File: src/include/sps_defines.svh
// Register offsets, field positions, reset values and timing counts of the serial port
`ifndef SPS_DEFINES_SVH
`define SPS_DEFINES_SVH
`define SPS_OFS_CTRL 2'h0
`define SPS_OFS_STAT 2'h1
`define SPS_OFS_DATA 2'h2
`define SPS_OFS_PDIR 2'h3
`define SPS_STAT_DONE 7
`define SPS_STAT_WRITE_COLLISION_FLAG 6
`define SPS_STAT_DBL 0
`define SPS_PDIR_MOSI 0
`define SPS_PDIR_MISO 1
`define SPS_PDIR_SCK 2
`define SPS_PDIR_SS 3
`define SPS_PDIR_SSLVL 4
`define SPS_CTRL_RST 8'h00
`define SPS_PDIR_RST 5'h00
`define SPS_HALF_R0 7'h02
`define SPS_HALF_R1 7'h08
`define SPS_HALF_R2 7'h20
`define SPS_HALF_R3 7'h40
`define SPS_LAST_EDGE 4'hf
`define SPS_LAST_BIT 3'h7
`endif

File: src/include/sps_pkg.sv
// Types shared by the serial port design and its bench
package sps_pkg;
	typedef struct packed {
		logic irq_en;
		logic port_en;
		logic lsb_first;
		logic master;
		logic clock_polarity;
		logic clock_phase;
		logic [1:0] rate;
	} sps_ctrl_type;

	typedef struct packed {
		logic ss_level;
		logic ss_dir;
		logic sck_dir;
		logic miso_dir;
		logic mosi_dir;
	} sps_pdir_type;

	typedef enum logic [2:0] {
		ST_IDLE = 3'b001,
		ST_MASTER = 3'b010,
		ST_SLAVE = 3'b100
	} sps_phase_type;

	typedef struct packed {
		logic i;
		logic o;
		logic oe;
	} sps_pin_type;
endpackage

File: src/rtl/sps_port.sv
// Byte-wide serial peripheral port, master or slave, with register port
// Function
// In slave mode slave-select is always an input.
// Selected slave drives MISO only when its direction bit says output.
// Deselected slave goes passive, resets shift logic, drops partial byte.
// Master with slave-select as output: plain output, no effect.
// Master with slave-select input pulled low drops to slave mode.
// That fall to slave mode also sets the completion flag.
// Software must set master-select again after such a fall.
// Interrupt when completion flag, enable bit and global enable all set.
// No serial operation unless the port-enable bit is one.
// Bit-order bit: one sends LSB first, zero MSB first.
// Master-select bit: one master, zero slave.
// Polarity bit sets SCK idle level and leading edge direction.
// Phase bit picks sampling on leading or trailing edge.
// Master SCK divides clock by 4/16/64/128, halved with double speed.
// Completion flag set at transfer end; cleared by vector or status-data.
// Collision flag set on data write mid-transfer; cleared likewise.
// Status bits 5 to 1 read as zero.
// Double-speed bit doubles master SCK rate, shortest period two clocks.
// External master keeps SCK at most a quarter of system clock.
// Data write starts transmission; data read returns receive buffer.
// Shift out and latch in on opposite edges; modes 0 to 3.
// Each transfer is eight bits; master clock stops after eighth.
// Single buffered send, double buffered receive; unread byte overwritten.
// Control resets to zero: disabled slave, mode 0, MSB first.
`timescale 1ns/10ps
`default_nettype none
`include "sps_defines.svh"

module sps_port (
	input wire logic CLOCK, // System clock, 125 MHz
	input wire logic RSTN, // Asynchronous reset, active low
	input wire logic [1:0] ADDR, // Register address
	input wire logic [7:0] WDATA, // Write data
	input wire logic WR, // Write strobe
	input wire logic RD, // Read strobe
	output logic [7:0] RDATA, // Read data, cycle after RD
	input wire logic GIE, // Global interrupt enable
	input wire logic IRQ_ACK, // Interrupt vector taken
	output logic IRQ, // Interrupt request
	input wire sps_pkg::sps_pin_type SCK, // Serial clock pin (i in, o/oe out)
	output sps_pkg::sps_pin_type SCK_DRV, // Serial clock drive
	input wire sps_pkg::sps_pin_type MOSI, // Master-out pin
	output sps_pkg::sps_pin_type MOSI_DRV, // Master-out drive
	input wire sps_pkg::sps_pin_type MISO, // Master-in pin
	output sps_pkg::sps_pin_type MISO_DRV, // Master-in drive
	input wire sps_pkg::sps_pin_type SS, // Slave-select pin
	output sps_pkg::sps_pin_type SS_DRV // Slave-select drive
);
	import sps_pkg::*;

	typedef struct packed {
		sps_ctrl_type ctrl;
		sps_pdir_type pdir;
		logic dbl;
		logic done;
		logic write_collision_flag;
		logic armed;
		sps_phase_type phase;
		logic [6:0] cnt;
		logic [3:0] edges;
		logic [2:0] bits;
		logic [7:0] tx;
		logic [7:0] rx_sh;
		logic [7:0] rx_buf;
		logic [7:0] rdata;
		logic irq;
		logic sck_m, sck_s, sck_p;
		logic mosi_m, mosi_s;
		logic miso_m, miso_s;
		logic ss_m, ss_s;
		logic sck_o, sck_oe;
		logic mosi_o, mosi_oe;
		logic miso_o, miso_oe;
		logic ss_o, ss_oe;
	} sps_state_type;

	sps_state_type r_ff;
	sps_state_type nxt_r;

	////////////////////////////////////////////////////////////////////////////
	// Helpers

	function automatic logic [6:0] half_cnt(input logic dbl, input logic [1:0] rate);
		logic [6:0] h;
		h = `SPS_HALF_R0;
		unique case (rate)
			2'h0: h = `SPS_HALF_R0;
			2'h1: h = `SPS_HALF_R1;
			2'h2: h = `SPS_HALF_R2;
			2'h3: h = `SPS_HALF_R3;
		endcase
		half_cnt = dbl ? (h >> 1) : h;
	endfunction

	function automatic logic tx_bit(input logic [7:0] d, input logic [2:0] n, input logic lsb);
		tx_bit = lsb ? d[n] : d[3'h7 - n];
	endfunction

	function automatic logic [7:0] shift_in(input logic [7:0] d, input logic b, input logic lsb);
		shift_in = lsb ? {b, d[7:1]} : {d[6:0], b};
	endfunction

	////////////////////////////////////////////////////////////////////////////
	// Next state

	always_comb begin
		logic busy;
		logic ss_low;
		logic edge_now;
		logic leading;
		logic sample;
		logic in_bit;
		logic set_done;
		busy = 1'b0;
		ss_low = 1'b0;
		edge_now = 1'b0;
		leading = 1'b0;
		sample = 1'b0;
		in_bit = 1'b0;
		set_done = 1'b0;
		nxt_r = r_ff;

		// Two-stage synchronisers on every pin input
		nxt_r.sck_m = SCK.i;
		nxt_r.sck_s = r_ff.sck_m;
		nxt_r.sck_p = r_ff.sck_s;
		nxt_r.mosi_m = MOSI.i;
		nxt_r.mosi_s = r_ff.mosi_m;
		nxt_r.miso_m = MISO.i;
		nxt_r.miso_s = r_ff.miso_m;
		nxt_r.ss_m = SS.i;
		nxt_r.ss_s = r_ff.ss_m;
		ss_low = ~r_ff.ss_s;

		busy = (r_ff.phase == ST_MASTER) || (r_ff.phase == ST_SLAVE && r_ff.bits != 3'h0);

		// Register port; read data stand one cycle only
		nxt_r.rdata = 8'h00;
		if (RD) begin
			unique case (ADDR)
				`SPS_OFS_CTRL: nxt_r.rdata = r_ff.ctrl;
				`SPS_OFS_STAT: begin
					nxt_r.rdata = {r_ff.done, r_ff.write_collision_flag, 5'h00, r_ff.dbl};
					if (r_ff.done || r_ff.write_collision_flag) begin
						nxt_r.armed = 1'b1;
					end
				end
				`SPS_OFS_DATA: nxt_r.rdata = r_ff.rx_buf;
				`SPS_OFS_PDIR: nxt_r.rdata = {3'h0, r_ff.pdir};
			endcase
		end
		// Status read then data access clears both flags
		if ((RD || WR) && ADDR == `SPS_OFS_DATA && r_ff.armed) begin
			nxt_r.done = 1'b0;
			nxt_r.write_collision_flag = 1'b0;
			nxt_r.armed = 1'b0;
		end
		if (IRQ_ACK) begin
			nxt_r.done = 1'b0;
		end
		if (WR) begin
			unique case (ADDR)
				`SPS_OFS_CTRL: nxt_r.ctrl = WDATA;
				`SPS_OFS_STAT: nxt_r.dbl = WDATA[`SPS_STAT_DBL];
				`SPS_OFS_DATA: begin
					if (busy) begin
						nxt_r.write_collision_flag = 1'b1;
					end else begin
						nxt_r.tx = WDATA;
					end
				end
				`SPS_OFS_PDIR: nxt_r.pdir = WDATA[4:0];
			endcase
		end

		////////////////////////////////////////////////////////////////////////
		// Serial engine

		if (!r_ff.ctrl.port_en) begin
			nxt_r.phase = ST_IDLE;
			nxt_r.bits = 3'h0;
			nxt_r.sck_o = r_ff.ctrl.clock_polarity;
		end else if (r_ff.ctrl.master && !r_ff.pdir.ss_dir && ss_low) begin
			// Another master has selected us
			nxt_r.ctrl.master = 1'b0;
			nxt_r.phase = ST_IDLE;
			nxt_r.bits = 3'h0;
			set_done = 1'b1;
		end else if (r_ff.ctrl.master) begin
			nxt_r.sck_o = r_ff.ctrl.clock_polarity;
			if (r_ff.phase != ST_MASTER) begin
				nxt_r.phase = ST_IDLE;
				nxt_r.bits = 3'h0;
				if (WR && ADDR == `SPS_OFS_DATA) begin
					nxt_r.phase = ST_MASTER;
					nxt_r.cnt = 7'(half_cnt(r_ff.dbl, r_ff.ctrl.rate) - 7'h01);
					nxt_r.edges = 4'h0;
					nxt_r.mosi_o = tx_bit(WDATA, 3'h0, r_ff.ctrl.lsb_first);
				end
			end else if (r_ff.cnt != 7'h00) begin
				nxt_r.sck_o = r_ff.sck_o;
				nxt_r.cnt = r_ff.cnt - 7'h01;
			end else begin
				// Edge numbers: even are leading, odd trailing
				nxt_r.sck_o = ~r_ff.sck_o;
				nxt_r.cnt = 7'(half_cnt(r_ff.dbl, r_ff.ctrl.rate) - 7'h01);
				nxt_r.edges = r_ff.edges + 4'h1;
				edge_now = 1'b1;
				leading = ~r_ff.edges[0];
				in_bit = r_ff.miso_s;
				if (r_ff.edges == `SPS_LAST_EDGE) begin
					nxt_r.phase = ST_IDLE;
					nxt_r.sck_o = r_ff.ctrl.clock_polarity;
				end
			end
		end else begin
			// Slave: select gates everything, deselect wipes the shifter
			nxt_r.sck_o = r_ff.ctrl.clock_polarity;
			if (ss_low) begin
				nxt_r.phase = ST_SLAVE;
				if (r_ff.phase == ST_SLAVE && r_ff.sck_s != r_ff.sck_p) begin
					edge_now = 1'b1;
					leading = r_ff.sck_s != r_ff.ctrl.clock_polarity;
					in_bit = r_ff.mosi_s;
				end
			end else begin
				nxt_r.phase = ST_IDLE;
				nxt_r.bits = 3'h0;
				nxt_r.rx_sh = 8'h00;
			end
		end

		sample = edge_now && (leading ^ r_ff.ctrl.clock_phase);
		if (sample) begin
			nxt_r.rx_sh = shift_in(r_ff.rx_sh, in_bit, r_ff.ctrl.lsb_first);
			nxt_r.bits = r_ff.bits + 3'h1;
			if (r_ff.phase == ST_SLAVE && r_ff.bits == `SPS_LAST_BIT) begin
				nxt_r.rx_buf = nxt_r.rx_sh;
				set_done = 1'b1;
			end
		end else if (edge_now) begin
			// Setup edge: present the bit now due
			if (r_ff.ctrl.master) begin
				nxt_r.mosi_o = tx_bit(r_ff.tx, r_ff.bits, r_ff.ctrl.lsb_first);
			end else begin
				nxt_r.miso_o = tx_bit(r_ff.tx, r_ff.bits, r_ff.ctrl.lsb_first);
			end
		end else if (nxt_r.phase == ST_SLAVE && nxt_r.bits == 3'h0) begin
			// Phase 0 needs bit 0 out before the first edge
			nxt_r.miso_o = tx_bit(nxt_r.tx, 3'h0, r_ff.ctrl.lsb_first);
		end
		if (r_ff.phase == ST_MASTER && edge_now && r_ff.edges == `SPS_LAST_EDGE) begin
			nxt_r.rx_buf = nxt_r.rx_sh;
			nxt_r.bits = 3'h0;
			set_done = 1'b1;
		end
		// Set wins over any clear in the same cycle
		if (set_done) begin
			nxt_r.done = 1'b1;
		end

		////////////////////////////////////////////////////////////////////////
		// Pin drives

		nxt_r.irq = nxt_r.done && nxt_r.ctrl.irq_en && GIE;
		nxt_r.ss_o = nxt_r.pdir.ss_level;
		nxt_r.ss_oe = nxt_r.ctrl.port_en && nxt_r.ctrl.master && nxt_r.pdir.ss_dir;
		if (nxt_r.ctrl.port_en && nxt_r.ctrl.master) begin
			nxt_r.mosi_oe = nxt_r.pdir.mosi_dir;
			nxt_r.sck_oe = nxt_r.pdir.sck_dir;
			nxt_r.miso_oe = 1'b0;
		end else begin
			nxt_r.mosi_oe = 1'b0;
			nxt_r.sck_oe = 1'b0;
			nxt_r.miso_oe = nxt_r.ctrl.port_en && nxt_r.pdir.miso_dir
				&& nxt_r.phase == ST_SLAVE;
		end
	end

	////////////////////////////////////////////////////////////////////////////
	// State register

	always_ff @(posedge CLOCK or negedge RSTN) begin
		if (!RSTN) begin
			r_ff <= '0;
			r_ff.ctrl <= `SPS_CTRL_RST;
			r_ff.pdir <= `SPS_PDIR_RST;
			r_ff.phase <= ST_IDLE;
			r_ff.ss_m <= 1'b1;
			r_ff.ss_s <= 1'b1;
		end else begin
			r_ff <= nxt_r;
		end
	end

	// Limitation: master samples MISO through the synchroniser, so at /4 and /2
	// the far slave must hold data a cycle past the setup edge.
	assign RDATA = r_ff.rdata;
	assign IRQ = r_ff.irq;
	assign SCK_DRV = '{i: 1'b0, o: r_ff.sck_o, oe: r_ff.sck_oe};
	assign MOSI_DRV = '{i: 1'b0, o: r_ff.mosi_o, oe: r_ff.mosi_oe};
	assign MISO_DRV = '{i: 1'b0, o: r_ff.miso_o, oe: r_ff.miso_oe};
	assign SS_DRV = '{i: 1'b0, o: r_ff.ss_o, oe: r_ff.ss_oe};
endmodule
`default_nettype wire

File: config.mk
export PLATFORM = sky130hd
export DESIGN_NAME = sps_port
export DESIGN_NICKNAME = d
export VERILOG_FILES = /design/src/include/sps_pkg.sv /design/src/rtl/sps_port.sv
export VERILOG_INCLUDE_DIRS = /design/src /design/src/include
export SDC_FILE = /design/constraint.sdc
export NUM_CORES = 1
export LEC_CHECK = 0
export BUFFER_PORTS_ARGS = -buffer_cell sky130_fd_sc_hd__buf_2
export CAP_MARGIN = 20
export CORE_ASPECT_RATIO = 1.75
export CORE_MARGIN = 5
export CORE_UTILIZATION = 45
export CTS_BUF_LIST = sky130_fd_sc_hd__clkbuf_16
export DETAILED_ROUTE_END_ITERATION = 8
export SETUP_SLACK_MARGIN = 0.5
export SYNTH_ARGS = -nofsm -noshare
export SYNTH_HDL_FRONTEND = slang
export SYNTH_SLANG_ARGS = --single-unit
File: constraint.sdc
create_clock -name CLOCK -period 3.1 [get_ports CLOCK]
set_input_delay 0.62 -clock CLOCK [delete_from_list [all_inputs] [get_ports CLOCK]]
set_output_delay 0.62 -clock CLOCK [all_outputs]
set_load 0.005 [all_outputs]
Yosys cells after proc, flatten, opt, wreduce, memory -nomap -nowiden
Index checks and enable logic that the tools add are counted.
{ "totals": {"reg_bits": 83, "word_cells": 230} }
{ "classes": {"addsub": 6, "order_cmp": 2, "n_eq_ne": 19, "mux": 111, "bitwise_logic": 7, "reduce_logical": 43} }
{ "op_table": {"columns": ["operator", "count"], "rows": [
  ["two-way mux 8 bit", 12],
  ["two-way mux 7 bit", 13],
  ["two-way mux 1 bit", 62],
  ["two-way mux 3 bit", 14],
  ["case mux 8 bit (4 select lines)", 1],
  ["two-way mux 14 bit", 2],
  ["case mux 7 bit (4 select lines)", 1],
  ["subtractor 7 x 1 -> 7 bit, second input constant", 3],
  ["logical AND 1 bit", 18],
  ["two-way mux 16 bit", 1],
  ["two-way mux 13 bit", 1],
  ["nonzero test 2 bit", 6],
  ["AND reduction 2 bit", 5],
  ["== test 3 bit, second input constant", 3],
  ["AND reduction 3 bit", 3],
  ["== test 2 bit, second input constant", 4],
  ["less-than comparator 3 x 4 -> 1 bit, second input constant", 2],
  ["nonzero test 7 bit", 1],
  ["binary-select mux 1 bit (select 3 bit)", 2],
  ["inequality test 2 bit, second input constant", 3],
  ["inverter 1 bit", 6],
  ["two-way mux 5 bit", 1],
  ["AND reduction 5 bit", 1],
  ["adder 4 x 1 -> 4 bit, second input constant", 1],
  ["17 further kinds", 22]
]} }

Depth between registers and ports, before layout
Gate-level depths: netlist of run 1.
{ "depth": {"ltp_word": 18, "depth_mapped": 10} }

Worst setup path after synthesis of run 1
OpenSTA, ideal clock, no wires.
{ "synth_path": {"kind": "reg2reg", "from": "register r_ff[57] (netlist bit)", "to": "register r_ff[27] (netlist bit)", "setup_ns": 0.125, "arrival_time_ns": 2.512, "path_slack_ns": 0.463, "stages_incl_launch_ff": 10, "period_less_slack_ns": 2.637, "path_cell_list": "dfrtp_1 inv_1 ha_1 or3b_1 or4_4 a221oi_2 nand3_1 a21o_1 buf_6 mux2_4"} }
{ "synth_via": {"elab_chain_cells": 10, "elab_cells_between_ends": 20, "classes_between": "mux (12); bitwise (1); reduce/logical (7)"} }
{ "synth_rtl": {"columns": ["element", "line_no", "rtl"], "rows": [
  ["start: declaration", "sps_port.sv:79", "sps_state_type r_ff;"],
  ["start signal: assignment", "sps_port.sv:294", "r_ff <= nxt_r;"],
  ["nonzero test 7 bit *", "sps_port.sv:202", "end else if (r_ff.cnt != 7'h00) begin"],
  ["two-way mux 1 bit", "sps_port.sv:202", null],
  ["two-way mux 1 bit", "sps_port.sv:193", "if (r_ff.phase != ST_MASTER) begin"],
  ["two-way mux 1 bit", "sps_port.sv:191", "end else if (r_ff.ctrl.master) begin"],
  ["two-way mux 1 bit", "sps_port.sv:185", "end else if (r_ff.ctrl.master && !r_ff.pdir.ss_dir && ss_low) begin"],
  ["two-way mux 1 bit", "sps_port.sv:181", "if (!r_ff.ctrl.port_en) begin"],
  ["bitwise XOR 1 bit or logical AND 1 bit (tied branches)", "sps_port.sv:235, sps_port.sv:254", null],
  ["logical AND 1 bit, on equally long branches", null, null],
  ["two-way mux 16 bit or nonzero test 2 bit (tied branches)", null, null],
  ["two-way mux 8 bit or AND reduction 2 bit (tied branches)", null, null]
]} }
Mark *: on every way between the ends. The rest lies on a longest branch, timed or not. The select of a mux whose other input is x is not followed.
A chain may end at the register's enable or synchronous reset.

Final worst setup path of run 1
{ "layout_path": {"from": "register r_ff[57] (netlist bit)", "to": "register r_ff[31] (netlist bit)"} }
The elaborated chain is that of the path after synthesis.

==> results of run 1 <==
area by class of cell:
class / count / area (µm²) / area share (%)
sequential: 83 / 2080 / 41.7
clock buffer: 9 / 225 / 4.51
timing repair buffer: 57 / 389 / 7.79
inverter: 9 / 33.8 / 0.677
multi-input combinational: 265 / 2040 / 40.8
clock inverter: 6 / 75.1 / 1.50
tap: 122 / 153 / 3.06
cell usage in the layout, fill, tap and decap left out, types with 4 or more instances in the layout:
cell / count
a21o_1: 4
a21oi_1: 17
a22o_1: 17
a22oi_1: 5
and2_1: 7
and3_1: 4
buf_2: 35
buf_4: 18
clkbuf_16: 9
conb_1: 4
dfrtp_1: 80
ha_1: 6
inv_1: 10
mux2_2: 32
mux2_4: 6
mux2i_1: 11
mux4_2: 4
nand2_1: 27
nand3_1: 9
nor2_1: 25
nor2b_1: 8
nor3_1: 4
o21a_1: 5
o21ai_0: 15
o22ai_1: 5
or3_1: 4
xor2_1: 4
critical path: cells and delay by family (launching register included):
family	cells	cell delay [ps]
adder cells (fa/ha/maj)	1	120
AO/OA/AOI/OAI	2	570
multiplexers	1	310
buffers and inverters	1	80
AND/OR/NAND/NOR	3	980
flip-flops	1	390
sequential cells by signal (all words and copies together) (netlist names):
name and count:
SCK_DRV 2, IRQ 1, nxt_r 5, SS_DRV 2, MISO_DRV 2, MOSI_DRV 2
r_ff 61, RDATA 8
per-layer routing:
| metal | routed length (µm) | part of all wire (%) | vias up | global-route usage [%] |
|---|---|---|---|---|
| li1 | - | - | 1449 | - |
| met1 | 3910 | 40 | 1510 | 20.4 |
| met2 | 5170 | 53 | 78 | 29.9 |
| met3 | 335 | 3.4 | 21 | 3.27 |
| met4 | 303 | 3.1 | 0 | 8.31 |
| met5 | 0 | 0 | - | 0 |
through the flow:
stage               cells  hold WS [ps]
floorplan             392           324
global placement      523           333
detailed placement    523           337
CTS                   545           350
global route          551           190
finish                551           163
worst max-delay path by stage:
stage,depth (start not counted),slack [ps],end,startpoint
after floorplan,9,510,r_ff[27],r_ff[57]
after global placement,9,180,r_ff[31],r_ff[58]
after detailed placement,9,100,r_ff[32],r_ff[58]
after CTS,6,510,r_ff[31],r_ff[61]
after global routing,10,470,r_ff[52],r_ff[57]
final,8,520,r_ff[31],r_ff[57]
power groups by stage:
stage	logic, mW	clock network (mW)	registers, mW
global placement	0.549	0	1.37
CTS	0.613	1.12	1.36
floorplan	0.467	0	1.31
global route	0.752	1.17	1.38
finish	0.686	1.10	1.36
detailed placement	0.558	0	1.38
logic make-up (layout without fill, tap and decap cells):
group           Yosys count  count (layout)  share of synthesized area, %
compound gates           85              85                          13.8
xor+xnor                  5               5                          1.02
fa+ha+maj                 7               7                          2.04
buf+inv                  44              81                          6.06
flops                    83              83                          48.5
mux                      53              53                          15.2
other cells               1               4                        0.0874
simple gates            111             111                          13.4
timing repair:
action	CTS	global route
pin swaps	6	2
endpoints found under the hold margin	0	0
setup buffers	7	5
setup endpoints to repair	22	19
gates resized for setup	7	6
==> out/metrics.csv, run 1 <==
stage,metric,value,unit
worst_setup_path,Worst setup SP type,register,
route,via count,3058,
sta,slew margin rel.,64.5,%
sta,setup tns final,0,ps
worst_setup_path,slowest CP cell,or4_4,
sta,"Period Utilization, post-route",83.2,%
power_and_ir_drop,logic gate share of total power,21.8,%
worst_setup_path,R2R Setup Slk,520,ps
placed_design,port bufs,36,
clock_network,CTS buffer count,9,
floorplan,full die area,0.0117,mm²
clock_network,# clock sinks,83,
worst_setup_path,reg2reg end,r_ff[31],
layout,diode count,0,
placed_design,dpl ws,96.3,ps
worst_setup_path,WP data arrival,2800,ps
worst_setup_path,Critical Path Sink Type,register,
worst_setup_path,CP Max Fanout,8,
sta,RSZ-0062 raised after global routing,yes,
synthesis,mapped cell area,0.00429,mm²
sta,slew at the pin closest to its max-slew limit,527,ps
floorplan,die extent in x,83.8,µm
global_routing,antenna violations before repair,0,
sta,fmax,388,MHz
worst_setup_path,worst r2r src,r_ff[57],
power_and_ir_drop,Clk network pwr share,34.9,%
layout,Layout Nets,460,
clock_network,clk buf depth,2,
synthesis,dominant cells by area after synthesis,"dfrtp_1, mux2_2, buf_4",
power_and_ir_drop,P_leak,2.30,nW
sta,Tmin final,2580,ps
worst_setup_path,"slowest stage delay, CP",440,ps
layout,layout cells sized above 1,30.5,%
sta,fin worst setup slack,522,ps
sta,Finish-stage setup viols,0,
power_and_ir_drop,maximum vdd ir drop,488,µV
power_and_ir_drop,Pwr per Cell Area,630,mW/mm²
route,Antenna Nets Post-Route,0,
placed_design,hpwl dp,7.21,mm
synthesis,Syn Inst Count,389,
placed_design,Placed Area,0.00449,mm²
synthesis,post-synthesis register bit count,83,
synthesis,syn_area_per_cell,11.0,µm²
synthesis,ys async rst share,100,%
status,status,finished clean,
sta,Final Max Tran Viols,0,
floorplan,Starting Density,45.6,%
route,Initial DRT Pass Iterations,4,
power_and_ir_drop,power consumption,3.14,mW
layout,fill cell count,853,
run,Max Cap Viol,0,
worst_setup_path,Setup CP Type,register to register,
route,Total Wirelength,9.72,mm
power_and_ir_drop,power share of the sequential group,43.3,%
clock_network,hold_buf cts,0,
floorplan,io pins,49,
power_and_ir_drop,Switching Share,28.0,%
global_routing,Tot GR Track Use,17.3,%
synthesis,ys flop type,dfrtp_1,
route,routed length per instance,17.6,µm
synthesis,most frequent cell after synthesis,dfrtp_1,
clock_network,Worst-path clk slew,60,ps
route,DRT iter0 DRCs,194,
synthesis,Yosys top cell area share,46.6,%
floorplan,Die H,139,µm
global_routing,vias in the first global route,3143,
route,via density per instance,5.55,
layout,final core utilization,53.1,%
worst_setup_path,Critical Path RT,3320,ps
synthesis,Yosys warning total,0,
synthesis,unique cell type count in the Yosys netlist,54,
worst_setup_path,"Cell Chain, Critical Path",inv_2 > ha_4 > or3b_4 > or4_4 > a221oi_4 > nand3_1 > a21o_4 > mux2_4,
sta,Layout Skew,6.24,ps
global_routing,largest net degree at the start of global routing,84,
synthesis,leading area contributor after synthesis,dfrtp_1,
floorplan,Rows,47,
power_and_ir_drop,Power Internal,2.27,mW
synthesis,register area share after synthesis,48.5,%
worst_setup_path,Worst R2R Path Depth,8,
power_and_ir_drop,Switch Pwr,0.879,mW
layout,"Design Area, Final",0.00499,mm²
synthesis,Post-synth EDFFs,0,
layout,Area Overhead vs Synth,16.4,%
synthesis,"top cells by count, synth","dfrtp_1, mux2_2, nand2_1",
clock_network,CTS tree,yes,
global_routing,first-pass GRT wire length,16.1,mm
route,Remaining DRCs,0,
clock_network,H-tree Lvls,3,
worst_hold_path,Hold Crit Class,input pin to asynchronous set/reset pin,
clock_network,CTS Root Cell,clkbuf_16,
floorplan,Core Box Area,0.00941,mm²
placed_design,RePlAce Congestion,0.883,
clock_network,worst skew pair latency,340,ps
sta,final hold vios,0,
global_routing,grt ovf,0,
Note: power is estimated with default switching activity, not from simulation.
==> run 2: changes to the inputs <==
Clock period 3.1 ns to 2.6 ns, I/O delays scaled along.
==> run 2 against run 1 <==
Global-route usage rose by 0.81 points. Maximum frequency up 0.77%. Hold slack worse by 69 ps. Critical path depth increased by 1. Final cell count increased by 4.0%. Die area stayed put. Sequential cell count unchanged. Register-to-register slack got worse by 480 ps. Setup slack worse by 480 ps. Clock power increased by 4%. Sequential share of layout area fell by 1.7 points. Critical path type unchanged.
==> out/metrics.csv, run 2 (synthesized netlist as in run 1, its figures left out) <==
stage,metric,value,unit,change
clock_network,CTS tree,yes,,
worst_setup_path,Setup CP Type,register to register,,
sta,fin worst setup slack,41.9,ps,-480 ps
power_and_ir_drop,P_leak,2.41,nW,+4.7%
route,wl on met1,4.10,mm,+4.9%
run,Max Cap Viol,0,,unchanged
sta,"Period Utilization, post-route",98.4,%,+15 points
route,routed length per instance,18.1,µm,+2.6%
sta,Tmin final,2560,ps,-19.7 ps
sta,Final Max Tran Viols,0,,unchanged
clock_network,CTS buffer count,9,,unchanged
clock_network,clk buf depth,2,,unchanged
route,Initial DRT Pass Iterations,5,,+1
sta,fmax,391,MHz,+0.77%
worst_setup_path,Critical Path Sink Type,register,,
route,Antenna Nets Post-Route,0,,unchanged
global_routing,vias in the first global route,3259,,+3.7%
route,Detail Route met3 WL,387,µm,+16%
floorplan,full die area,0.0117,mm²,unchanged
floorplan,Starting Density,45.6,%,unchanged
sta,setup tns final,0,ps,unchanged
global_routing,first-pass GRT wire length,16.6,mm,+3.2%
sta,slew margin rel.,66.4,%,+2.0 points
clock_network,# clock sinks,83,,unchanged
clock_network,Worst-path clk slew,60,ps,about the same
clock_network,H-tree Lvls,3,,unchanged
route,via count,3157,,+3.2%
power_and_ir_drop,Pwr per Cell Area,708,mW/mm²,+12%
global_routing,Tot GR Track Use,18.1,%,+0.81 points
status,status,finished clean,,
placed_design,dpl ws,-17.6,ps,-114 ps
route,Total Wirelength,10.4,mm,+6.7%
worst_setup_path,WP data arrival,2780,ps,-20 ps
worst_setup_path,CP Max Fanout,8,,unchanged
layout,"Design Area, Final",0.00521,mm²,+4.4%
route,via density per instance,5.51,,-0.73%
layout,Area Overhead vs Synth,21.4,%,
route,DR top layer,met4,,
floorplan,die extent in x,83.8,µm,unchanged
route,Remaining DRCs,0,,unchanged
floorplan,Rows,47,,unchanged
worst_hold_path,Hold Crit Class,input pin to asynchronous set/reset pin,,
worst_setup_path,Top delay family on crit path,simple AND/OR/NAND/NOR gates,,
sta,slew at the pin closest to its max-slew limit,500,ps,-27.0 ps
worst_setup_path,Worst setup SP type,register,,
global_routing,antenna violations before repair,0,,unchanged
power_and_ir_drop,maximum vdd ir drop,407,µV,-17%
placed_design,hpwl dp,7.67,mm,+6.4%
sta,Layout Skew,6.58,ps,+0.346 ps
layout,fill cell count,828,,-2.9%
worst_setup_path,critical path buffer and inverter count,2,,+1
placed_design,RePlAce Congestion,0.899,,+1.8%
worst_setup_path,"slowest stage delay, CP",440,ps,about the same
global_routing,largest net degree at the start of global routing,58,,-31%
route,met2 WL post-DR,5.61,mm,+8.5%
placed_design,Placed Area,0.00469,mm²,+4.6%
clock_network,hold_buf cts,0,,unchanged
sta,Finish-stage setup viols,0,,unchanged
floorplan,Core Box Area,0.00941,mm²,unchanged
layout,"Most flops, register",r_ff,,
layout,most frequent cells in the layout,"dfrtp_1, buf_4, buf_2, mux2_2, nor2_1",,
layout,Layout Nets,482,,+4.8%
layout,"commonest non-fill, non-tap cell in the layout",dfrtp_1,,
global_routing,grt ovf,0,,unchanged
layout,layout cells sized above 1,38.6,%,+8.0 points
clock_network,worst skew pair latency,340,ps,about the same
worst_setup_path,Critical Path RT,2830,ps,-490 ps
sta,final hold vios,0,,unchanged
clock_network,CTS Root Cell,clkbuf_16,,
route,DRT iter0 DRCs,188,,-3.1%
floorplan,io pins,49,,unchanged
worst_setup_path,slowest CP cell,or4_4,,
placed_design,port bufs,36,,unchanged
layout,diode count,0,,unchanged
worst_setup_path,"Cell Chain, Critical Path",inv_2 > ha_4 > or3b_4 > or4_4 > a221oi_4 > buf_6 > and2b_4 > a31oi_4 > a22o_1,,
layout,Largest register FFs,61,,unchanged
sta,RSZ-0062 raised after global routing,yes,,
floorplan,Die H,139,µm,unchanged
==> run 2: cell count changes in the layout (fill, tap and decap cells not counted), sizes merged <==
cell      previous run  this run
buf                 57        79
inv                 12        10
bufinv               2         0
clkinvlp             0         1
clkinv               1         4
==> run 2: final cells by class <==
cell class                      count  area [µm²]  area share, %
Multi-Input combinational cell    265        2140           41.1
Tap cell                          122         153           2.93
Timing Repair Buffer               79         544           10.4
Clock inverter                      6        35.0          0.672
Clock buffer                        9         225           4.32
Sequential cell                    83        2080           39.9
Inverter                            9        33.8          0.648
==> run 2: through the flow <==
| stage | instances | hold slack, ps | power, mW | util [%] |
|---|---|---|---|---|
| after detailed placement | 549 | 336 | 2.41 | 49.9 |
| after floorplan | 392 | 224 | 2.12 | - |
| after CTS | 567 | 101 | 3.61 | 53.7 |
| after global placement | 549 | 333 | 2.39 | 49.9 |
| final | 573 | 93.7 | 3.69 | 55.4 |
| after global routing | 573 | 121 | 3.88 | 55.4 |
==> run 2: power by group <==
group	internal (mW)	switching [mW]
Sequential	1.46	0.151
Clock	0.634	0.511
Combinational	0.485	0.450
==> run 2: worst paths after layout <==
kind | slack [ps] | to | from | depth (start not counted)
max | 40 | r_ff[40] | r_ff[57] | 9
min | 90 | r_ff[55] | RSTN | 1
max reg2reg | 40 | r_ff[40] | r_ff[57] | 9
min reg2reg | 350 | nxt_r[14] | nxt_r[15] | 0
max in group asynchronous | 1890 | r_ff[37] | RSTN | 2
min in group CLOCK | 280 | nxt_r[8] | SS[2] | 1
==> run 2: layer usage <==
metal / track usage (%) / vias up
li1: - / 1493
met1: 21.3 / 1565
met2: 31.8 / 79
met3: 3.27 / 20
met4: 8.05 / 0
met5: 0 / -
==> run 2: repair_timing <==
item | in CTS | in global routing
endpoints found under the setup margin | 32 | 30
pin swaps | 5 | 22
resized for setup | 20 | 24
gates cloned | 0 | 0
setup buffers | 3 | 6
==> run 3: changes to the inputs <==
Settings changed: BUFFER_PORTS_ARGS -buffer_cell sky130_fd_sc_hd__buf_2 to unset, DONT_BUFFER_PORTS set to 1.
==> run 3 against run 2 <==
The run now ends with negative hold slack left. Utilization fell by 1.3 points. Final cell count fell by 6.5%. First-iteration DRC count fell by 4.8%. Final area fell by 2.4%. Clock skew fell by 0.68 ps. Sequential power barely moved. Non-clock buffer count fell by 37.
==> out/metrics.csv, run 3 (synthesized netlist as in run 1, its figures left out) <==
stage,metric,value,unit,change
clock_network,# clock sinks,83,,unchanged
worst_setup_path,"slowest stage delay, CP",450,ps,about the same
sta,Finish-stage setup viols,0,,unchanged
worst_setup_path,Worst setup SP type,register,,
worst_setup_path,Critical Path Sink Type,register,,
floorplan,die extent in x,83.8,µm,unchanged
sta,fmax,390,MHz,-0.34%
route,Remaining DRCs,0,,unchanged
clock_network,Worst-path clk slew,60,ps,about the same
clock_network,H-tree Lvls,3,,unchanged
layout,diode count,0,,unchanged
layout,"Most flops, register",r_ff,,
global_routing,Tot GR Track Use,17.9,%,-0.23 points
worst_setup_path,CP Max Fanout,8,,unchanged
route,met2 WL post-DR,5.59,mm,-0.43%
floorplan,full die area,0.0117,mm²,unchanged
power_and_ir_drop,P_leak,2.27,nW,-5.8%
floorplan,Rows,47,,unchanged
placed_design,hpwl dp,7.50,mm,-2.1%
worst_setup_path,Critical Path RT,2830,ps,about the same
sta,final hold vios,80,,+80
global_routing,vias in the first global route,3213,,-1.4%
sta,Layout Skew,5.90,ps,-0.682 ps
worst_setup_path,R2R Setup Slk,30,ps,about the same
worst_hold_path,Hold Crit Class,input pin to asynchronous set/reset pin,,
clock_network,CTS Root Cell,clkbuf_16,,
route,via density per instance,5.68,,+3.1%
sta,slew margin rel.,66.2,%,-0.24 points
layout,"commonest non-fill, non-tap cell in the layout",dfrtp_1,,
clock_network,worst skew pair latency,340,ps,about the same
sta,Tmin final,2570,ps,+8.79 ps
global_routing,largest net degree at the start of global routing,84,,+45%
route,DRT iter0 DRCs,179,,-4.8%
floorplan,Die H,139,µm,unchanged
power_and_ir_drop,maximum vdd ir drop,557,µV,+37%
sta,slew at the pin closest to its max-slew limit,502,ps,+1.66 ps
route,via count,3045,,-3.5%
worst_setup_path,Top delay family on crit path,simple AND/OR/NAND/NOR gates,,
global_routing,grt ovf,0,,unchanged
sta,Final Max Tran Viols,0,,unchanged
sta,fin worst setup slack,33.2,ps,-8.79 ps
placed_design,Placed Area,0.00446,mm²,-5.0%
route,routed length per instance,19.2,µm,+6.2%
placed_design,port bufs,0,,-100%
route,Antenna Nets Post-Route,0,,unchanged
worst_setup_path,slowest CP cell,or4_4,,
layout,layout cells sized above 1,32.9,%,-5.7 points
route,wl on met1,3.96,mm,-3.5%
placed_design,dpl ws,-39.1,ps,-21.5 ps
worst_setup_path,WP data arrival,2800,ps,+20 ps
route,Total Wirelength,10.3,mm,-0.68%
clock_network,CTS tree,yes,,
layout,Area Overhead vs Synth,18.5,%,
placed_design,RePlAce Congestion,0.884,,-1.6%
floorplan,Core Box Area,0.00941,mm²,unchanged
layout,Layout Nets,445,,-7.7%
layout,Largest register FFs,61,,unchanged
worst_setup_path,Worst R2R Path Depth,9,,unchanged
sta,"Period Utilization, post-route",98.7,%,+0.34 points
route,Detail Route met3 WL,475,µm,+23%
worst_setup_path,worst r2r src,r_ff[57],,
clock_network,CTS buffer count,9,,unchanged
layout,most frequent cells in the layout,"dfrtp_1, buf_4, mux2_2, nand2_1, nor2_1",,
worst_setup_path,Setup CP Type,register to register,,
floorplan,Starting Density,45.6,%,unchanged
worst_setup_path,reg2reg end,r_ff[38],,
route,DR top layer,met4,,
floorplan,io pins,49,,unchanged
sta,minimum hold slack,-130,ps,-223 ps
status,failing checks,negative hold slack,,
worst_setup_path,critical path buffer and inverter count,2,,unchanged
global_routing,first-pass GRT wire length,16.3,mm,-2.0%
status,status,"complete, but fails checks",,
clock_network,clk buf depth,2,,unchanged
power_and_ir_drop,Pwr per Cell Area,754,mW/mm²,+6.5%
layout,"Design Area, Final",0.00509,mm²,-2.4%
worst_setup_path,"Cell Chain, Critical Path",inv_2 > ha_1 > or3b_4 > or4_4 > a221oi_4 > buf_6 > and2b_4 > a31oi_4 > a22o_1,,
run,Max Cap Viol,0,,unchanged
sta,RSZ-0062 raised after global routing,yes,,
global_routing,antenna violations before repair,0,,unchanged
route,Initial DRT Pass Iterations,4,,-1
[run 3: changes by cell type in the layout (fill, tap and decap cells not counted), moves of 2 or more]
cell / before / now
clkinv_1: 0 / 2
buf_2: 35 / 0
clkinv_2: 3 / 1
bufinv_16: 0 / 2
buf_4: 36 / 33
[run 3: timing repair]
action	in CTS	in global routing
setup endpoints to repair	34	37
setup buffers	9	4
pin swaps	19	10
hold endpoints to repair	80	80
resized for setup	30	15
[run 3: power by group]
group | switching, mW | internal [mW] | leakage [nW]
Clock | 0.505 | 0.828 | 0.150
Combinational | 0.410 | 0.479 | 1.06
Sequential | 0.155 | 1.46 | 1.06
Total | 1.07 | 2.77 | 2.27
[run 3: worst register-to-register path, cell delays in order (launching register included)]
cell,delay [ps]
dfrtp_1,390
inv_2,60
ha_1,130
or3b_4,380
or4_4,450
a221oi_4,320
buf_6,160
and2b_4,210
a31oi_4,80
a22o_1,280
[run 3: cell type report]
class | count | area [µm²]
clock inverters | 6 | 81.3
inverters | 9 | 33.8
well taps | 122 | 153
repair buffers | 42 | 367
flip-flops and latches | 83 | 2080
clock buffers | 9 | 225
multi-input cells | 265 | 2150
fillers | 817 | 4320
[run 3: how the worst max path moves through the flow]
stage / end / start / cells after the start
2_1_floorplan: r_ff[27] / r_ff[64] / 8
5_1_grt: r_ff[38] / r_ff[57] / 9
3_5_place_dp: r_ff[36] / r_ff[57] / 9
6_report: r_ff[38] / r_ff[57] / 9
3_3_place_gp: r_ff[40] / r_ff[58] / 9
4_1_cts: r_ff[28] / r_ff[57] / 8
[run 3: through the flow]
stage	TNS [ps]	cells	total power [mW]	hold WS, ps	utilization [%]
2_1_floorplan	0	392	2.12	224	-
3_3_place_gp	-266	508	2.32	227	47.4
3_5_place_dp	-350	508	2.34	227	47.4
4_1_cts	0	532	3.78	-134	52.9
5_1_grt	-577	536	4.00	-137	54.1
6_report	0	536	3.83	-130	54.1
[run 3: per-layer routing]
metal / vias up / GRT usage (%)
li1: 1415 / -
met1: 1529 / 19.2
met2: 76 / 31.9
met3: 25 / 4.82
met4: 0 / 8.81
met5: - / 0
